File: config.mk
export PLATFORM = sky130hd
export DESIGN_NAME = crfp_regfile
export DESIGN_NICKNAME = d
export VERILOG_FILES = /design/src/logic/crfp_regfile.v
export VERILOG_INCLUDE_DIRS = /design/src /design/src/common
export SDC_FILE = /design/constraint.sdc
export NUM_CORES = 2
export LEC_CHECK = 0
export BUFFER_PORTS_ARGS = -buffer_cell sky130_fd_sc_hd__buf_2
export CAP_MARGIN = 20
export CORE_ASPECT_RATIO = 0.5
export CORE_MARGIN = 4
export CORE_UTILIZATION = 51
export DETAILED_ROUTE_END_ITERATION = 8
export PLACE_DENSITY = 0.68
export SYNTH_ARGS = -nofsm -noshare
export SYNTH_HDL_FRONTEND = slang
export SYNTH_SLANG_ARGS = --single-unit
File: constraint.sdc
create_clock -name REF_CLK_I -period 1.75 [get_ports REF_CLK_I]
set_input_delay 0 -clock REF_CLK_I [delete_from_list [all_inputs] [get_ports REF_CLK_I]]
set_output_delay 0 -clock REF_CLK_I [all_outputs]
set_load 0.03 [all_outputs]
File: src/common/crfp_consts.vh
// Constants for the execute unit register file with privilege checks
// Overview of operation
// - Thirty-two 32-bit registers: general, kernel, dedicated
// - Kernel-only writes to kernel, status, block pointer, interrupt stack
// - Privileged registers readable at every level
// - Program counter and status word mode-restricted
// - Working registers hidden from operand specifiers
// - Track four levels, kernel highest
// - Extend byte and halfword operands to 32
// - General registers open to all levels
// - Program counter holds current, then next address
`ifndef CRFP_CONSTS_VH
`define CRFP_CONSTS_VH
`define CRFP_REG_FRAME  5'h09
`define CRFP_REG_ARG    5'h0A
`define CRFP_REG_STATUS 5'h0B
`define CRFP_REG_SP     5'h0C
`define CRFP_REG_CBP    5'h0D
`define CRFP_REG_INTSTK 5'h0E
`define CRFP_REG_PC     5'h0F
`define CRFP_KERN_FIRST 5'h18
`define CRFP_LVL_KERNEL 2'h0
`define CRFP_LVL_EXEC   2'h1
`define CRFP_LVL_SUPER  2'h2
`define CRFP_LVL_USER   2'h3
`define CRFP_SIZE_BYTE  2'h0
`define CRFP_SIZE_HALF  2'h1
`define CRFP_SIZE_WORD  2'h2
`define CRFP_RESET_VAL  32'h00000000
`define CRFP_RESET_LVL  2'h0
`define CRFP_WK_COUNT   4
`endif

File: src/logic/crfp_regfile.v
// Execute unit register file with privilege gating and operand extension
`timescale 1ns/1ps
`include "crfp_consts.vh"
module crfp_regfile #(
  parameter WK_COUNT = `CRFP_WK_COUNT
) (
  // Clock and reset
  input  wire        REF_CLK_I,
  input  wire        RST_N_I,
  // Execution level control
  input  wire        LVL_WE_I,
  input  wire [1:0]  LVL_I,
  // Operand read port
  input  wire [4:0]  RD_ADDR_I,
  input  wire        RD_RESTRICTED_MODE_I,
  output reg  [31:0] RD_DATA_O,
  output reg         RD_MODE_FAULT_O,
  // Operand write port with extension
  input  wire        WR_EN_I,
  input  wire [4:0]  WR_ADDR_I,
  input  wire [31:0] WR_DATA_I,
  input  wire [1:0]  WR_SIZE_I,
  input  wire        WR_SIGNED_I,
  // Program counter update at instruction completion
  input  wire        PC_LOAD_I,
  input  wire [31:0] PC_NEXT_I,
  // Working registers, sequencer only
  input  wire        WK_WE_I,
  input  wire [1:0]  WK_ADDR_I,
  input  wire [31:0] WK_WDATA_I,
  output reg  [31:0] WK_RDATA_O,
  // Status outputs
  output reg  [1:0]  LVL_O,
  output reg         PRIV_VIOL_O,
  output reg  [31:0] PC_O
);

  // Register count fixed by the architecture
  localparam NUM_REGS = 32;

  // Storage, index equals the register number
  reg  [31:0] regs [0:NUM_REGS-1];
  reg  [31:0] wk [0:WK_COUNT-1];

  // Write path
  reg  [31:0] byte_ext;
  reg  [31:0] half_ext;
  reg  [31:0] ext_data;
  reg         is_kernel;
  reg  [1:0]  next_lvl;
  wire        hit_kern_gen;
  wire        hit_status;
  wire        hit_cbp;
  wire        hit_intstk;
  wire        is_priv;
  wire        wr_ok;
  wire        next_viol;
  wire        wr_pc;

  // Read path
  wire        rd_hit_pc;
  wire        rd_hit_status;
  wire        next_mode_fault;
  wire [31:0] next_rd_data;
  wire [31:0] next_wk_rdata;
  wire [31:0] next_pc;
  integer     i;
  integer     k;

  // Gate reads the level flop itself, so port and gate never disagree
  // Only kernel opens the privileged set; the three lower levels are alike
  always @* begin
    case (LVL_O)
      `CRFP_LVL_KERNEL: begin
        is_kernel = 1'b1;
      end
      `CRFP_LVL_EXEC: begin
        is_kernel = 1'b0;
      end
      `CRFP_LVL_SUPER: begin
        is_kernel = 1'b0;
      end
      `CRFP_LVL_USER: begin
        is_kernel = 1'b0;
      end
      default: begin
        is_kernel = 1'b0;
      end
    endcase
  end

  // Privileged write targets
  assign hit_kern_gen = (WR_ADDR_I >= `CRFP_KERN_FIRST);
  assign hit_status   = (WR_ADDR_I == `CRFP_REG_STATUS);
  assign hit_cbp      = (WR_ADDR_I == `CRFP_REG_CBP);
  assign hit_intstk   = (WR_ADDR_I == `CRFP_REG_INTSTK);
  assign is_priv      = hit_kern_gen | hit_status | hit_cbp | hit_intstk;

  // Open registers pass at any level
  assign wr_ok     = WR_EN_I & (~is_priv | is_kernel);
  assign next_viol = WR_EN_I & is_priv & ~is_kernel;
  assign wr_pc     = wr_ok & (WR_ADDR_I == `CRFP_REG_PC);

  // Operand specifier restriction
  assign rd_hit_pc       = (RD_ADDR_I == `CRFP_REG_PC);
  assign rd_hit_status   = (RD_ADDR_I == `CRFP_REG_STATUS);
  assign next_mode_fault = RD_RESTRICTED_MODE_I & (rd_hit_pc | rd_hit_status);

  // Reads are never gated by level
  assign next_rd_data = regs[RD_ADDR_I];

  // Sequencer read-back only; no operand specifier decodes into this array
  assign next_wk_rdata = wk[WK_ADDR_I];

  // Completion load beats an operand write to the counter
  assign next_pc = PC_LOAD_I ? PC_NEXT_I : (wr_pc ? ext_data : regs[`CRFP_REG_PC]);

  // Byte and halfword extension before storing
  always @* begin
    byte_ext = {{24{WR_SIGNED_I & WR_DATA_I[7]}}, WR_DATA_I[7:0]};
    half_ext = {{16{WR_SIGNED_I & WR_DATA_I[15]}}, WR_DATA_I[15:0]};
    case (WR_SIZE_I)
      `CRFP_SIZE_BYTE: begin
        ext_data = byte_ext;
      end
      `CRFP_SIZE_HALF: begin
        ext_data = half_ext;
      end
      default: begin
        ext_data = WR_DATA_I;
      end
    endcase
  end

  // New level applies to writes from the following edge
  always @* begin
    next_lvl = LVL_O;
    if (LVL_WE_I) begin
      next_lvl = LVL_I;
    end
  end

  // Level register; reset enters kernel
  always @(posedge REF_CLK_I or negedge RST_N_I) begin
    if (!RST_N_I) begin
      LVL_O <= `CRFP_RESET_LVL;
    end else begin
      LVL_O <= next_lvl;
    end
  end

  // Thirty-two user registers
  always @(posedge REF_CLK_I or negedge RST_N_I) begin
    if (!RST_N_I) begin
      for (i = 0; i < NUM_REGS; i = i + 1) begin
        regs[i] <= `CRFP_RESET_VAL;
      end
    end else begin
      if (wr_ok) begin
        regs[WR_ADDR_I] <= ext_data;
      end
      if (PC_LOAD_I) begin
        regs[`CRFP_REG_PC] <= PC_NEXT_I;
      end
    end
  end

  // Working registers for the sequencer alone
  always @(posedge REF_CLK_I or negedge RST_N_I) begin
    if (!RST_N_I) begin
      for (k = 0; k < WK_COUNT; k = k + 1) begin
        wk[k] <= `CRFP_RESET_VAL;
      end
    end else if (WK_WE_I) begin
      wk[WK_ADDR_I] <= WK_WDATA_I;
    end
  end

  // Read-back lags the address by one edge
  always @(posedge REF_CLK_I or negedge RST_N_I) begin
    if (!RST_N_I) begin
      WK_RDATA_O <= `CRFP_RESET_VAL;
    end else begin
      WK_RDATA_O <= next_wk_rdata;
    end
  end

  // Operand read data
  always @(posedge REF_CLK_I or negedge RST_N_I) begin
    if (!RST_N_I) begin
      RD_DATA_O <= `CRFP_RESET_VAL;
    end else begin
      RD_DATA_O <= next_rd_data;
    end
  end

  // Flag only; data still returned so the controller decides
  always @(posedge REF_CLK_I or negedge RST_N_I) begin
    if (!RST_N_I) begin
      RD_MODE_FAULT_O <= 1'b0;
    end else begin
      RD_MODE_FAULT_O <= next_mode_fault;
    end
  end

  // One-cycle pulse per refused write
  always @(posedge REF_CLK_I or negedge RST_N_I) begin
    if (!RST_N_I) begin
      PRIV_VIOL_O <= 1'b0;
    end else begin
      PRIV_VIOL_O <= next_viol;
    end
  end

  // Counter copy on the port
  always @(posedge REF_CLK_I or negedge RST_N_I) begin
    if (!RST_N_I) begin
      PC_O <= `CRFP_RESET_VAL;
    end else begin
      PC_O <= next_pc;
    end
  end

endmodule

==> metrics <==
status finished, violations left; failing checks negative hold slack, negative setup slack; Pleak 30.6 nW; fmax ~560 MHz; layout cell share with drive strength beyond 1 roughly a quarter; Met1 Routed Length 66000 microns; synthesized area 54600 sq um; post-synth top area share between 50% and 60%; Area Overhead vs Synth 20.9%; Peak VDD IR 1090 uV; final setup violation count 3; Gate Count Post-Synth 4881; DRT Wirelength 154000 microns; vias in the first global route between 40000 and 50000; insertion delay to the later sink of the worst-skew pair 0.73 ns; Synth Flop Type dfrtp_1; CP Capture Type flop; area of placed instances 59200 sq um; Net Count, Synth 5001; DRT iter0 DRCs 3549; Clock Skew roughly 0.028 ns; num rows between 80 and 90; actual slew at the worst max-slew pin approximately 0.65 ns; number of fill cells 8055; max incr delay on CP 0.43 ns; ratio of final minimum period to clock period 102%; post-route minimum period 1.78 ns; die height roughly 240 microns; multi-input gate area in the final layout 21700 sq um; total number of vias ~40000; post-route cell area between 60000 and 70000 sq um; worst hold margin -0.0102 ns; Register Area 31300 sq um; GPL Wtd Cong 0.851; sequential-to-total area share from yosys stat 57.3%; pwr dens 1140 nW/um^2; post-route core utilization 62.5%; pre-CTS WS -0.0904 ns; DR vias/cell 5.86; post-route setup slack -0.0291 ns; RSZ-0062 raised after global routing true; GRT Util Overall between 20% and 30%; Worst-path clk slew 0.07 ns; root buffer selected by CTS clkbuf_16; detailed route wirelength on metal2 73400 microns; Post-synth ARST share 100%; Clock Path Buffers 3; PortBufs 219; Setup Crit Path Kind reg2reg; synthesized area per cell 11.2 sq um; worst-path fanout max 8; slowest CP cell dfrtp_1; most common cell after layout, fill and taps aside dfrtp_1; Final Hold Viols 3; count of final max-slew check failures 0; H-tree depth 3; #FFs+latches synth 1252; # DRC 0; IO Pins 220; most frequent cells in the layout 1252 x dfrtp_1, 643 x nand2_1, 585 x o21ai_0; DRT antenna net count 0; Slew HR 57.0%; total design power 75.0 mW; DP HPWL 94200 microns; Setup TNS Final -0.0343 ns; CP Launch Type flop; Remaining Overflow, GRT 0; Pre-antenna DRT Iters 6; Die ar. 113000 sq um; post-synthesis cell type count 38; clock sinks 1252; WL met3 10000 microns; core area 106000 sq um; Worst EP required 2.38 ns; ranking of synthesized cells by area dfrtp_1 57%, mux2i_1 9.5%, mux2_2 7.8%; first-pass GRT wire length about 240000 microns; synth warn 0; worst min path class in2reg; crit path cell chain nor3b_4, buf_12, nor3b_4, buf_8, buf_12, nor2_1, a21oi_1; crit path DAT ~2.4 ns; antenna violations before repair 4; DR top layer met5; CTS tree yes; DR WL/cell 22.7 microns; EDFF count, synth 0; number of max-cap violations 0; total CTS buffers roughly 110; Initial Util 51.7%; Die Width 471 microns; fin nets 5376; largest net degree at the start of global routing between 100 and 150; Synth area leader dfrtp_1
## power by group
group,internal [mW],total (mW),switching (mW)
Sequential,33.8,36.3,2.52
Combinational,5.49,12.0,6.52
Clock,15.3,26.7,11.5
## registers in the layout (all words and copies together) (netlist names)
name / flops
RD_MODE_FAULT_O: 1
PRIV_VIOL_O: 1
wk: 128
regs: 1024
LVL_O: 2
RD_DATA_O: 32
WK_RDATA_O: 32
PC_O: 32
## worst max-delay path, delay by kind of cell (launching register included)
kind | cells | cell delay [ns]
and+or+nand+nor | 3 | 0.53
buffers and inverters | 3 | 0.56
DFF | 1 | 0.43
AOI/OAI and AO/OA | 1 | 0.14
## metal layers
metal  up-vias  global-route usage, %
met2      1265                   44.1
met1     20300                   35.8
li1      17900                      -
met5         -                      0
met3       277                   4.90
met4         2                   8.51
## final cells by class
type,count,share of cell area (%)
multi-input combinational,3164,32.9
tap,1419,2.69
timing repair buffer,725,11.0
clock inverter,65,1.26
clock buffer,147,4.76
inverter,1,0.00568
sequential,1252,47.4
antenna,1,0.00379
## final timing paths
check | start | to | slack (ns) | cells past startpoint
setup / recovery | LVL_O[1]$_DFFE_PN0P_ | regs[25]$_DFFE_PN0P_ | -0.03 | 7
hold / removal | WR_SIGNED_I | regs[570]$_DFFE_PN0P_ | -0.01 | 5
setup reg to reg | LVL_O[1]$_DFFE_PN0P_ | regs[25]$_DFFE_PN0P_ | -0.03 | 7
hold reg to reg | regs[747]$_DFFE_PN0P_ | regs[747]$_DFFE_PN0P_ | 0.48 | 2
max in group asynchronous | RST_N_I | regs[913]$_DFFE_PN0P_ | 0.59 | 5
min in group asynchronous | RST_N_I | regs[162]$_DFFE_PN0P_ | 0.53 | 4
## timing repair
| action | CTS | global route |
|---|---|---|
| cloned | 0 | 20 |
| gates resized for setup | 1 | 109 |
| endpoints found under the hold margin | 2289 | 1 |
| pin swaps | 0 | 1 |
| endpoints found under the setup margin | 1 | 167 |
| setup buffers | 0 | 5 |
| hold buffers | 202 | 2 |
## logic make-up (layout without fill, tap and decap cells)
group | count (synthesis) | after routing | share of synthesized area (%)
other | 0 | 1 | 0
DFF | 1252 | 1252 | 57.3
buffers and inverters | 465 | 938 | 3.90
muxes | 932 | 932 | 18.7
AOI/OAI and AO/OA | 1123 | 1123 | 11.5
xor gates and xnor gates | 1 | 1 | 0.0160
and+or+nand+nor | 1108 | 1108 | 8.49
## cells in the mapped netlist (all sizes together) (5+ instances only)
cell / number
dfrtp: 1252
nand2: 654
o21ai: 600
mux2i: 522
mux2: 378
a21oi: 296
clkbuf: 250
nor2: 233
buf: 214
a22oi: 192
nand3: 137
nand4: 33
mux4: 32
and2: 19
o2111ai: 19
o31ai: 16
nor3b: 10
nand3b: 5
nor2b: 5
## stage by stage
step,cells,hold WS [ns]
global placement,6332,-0.0798
finish,6774,-0.0102
global route,6774,0.0311
CTS,6747,0.000394
floorplan,4881,-0.296
detailed placement,6333,-0.0760
No activity file was read; power rests on OpenSTA's default activity.
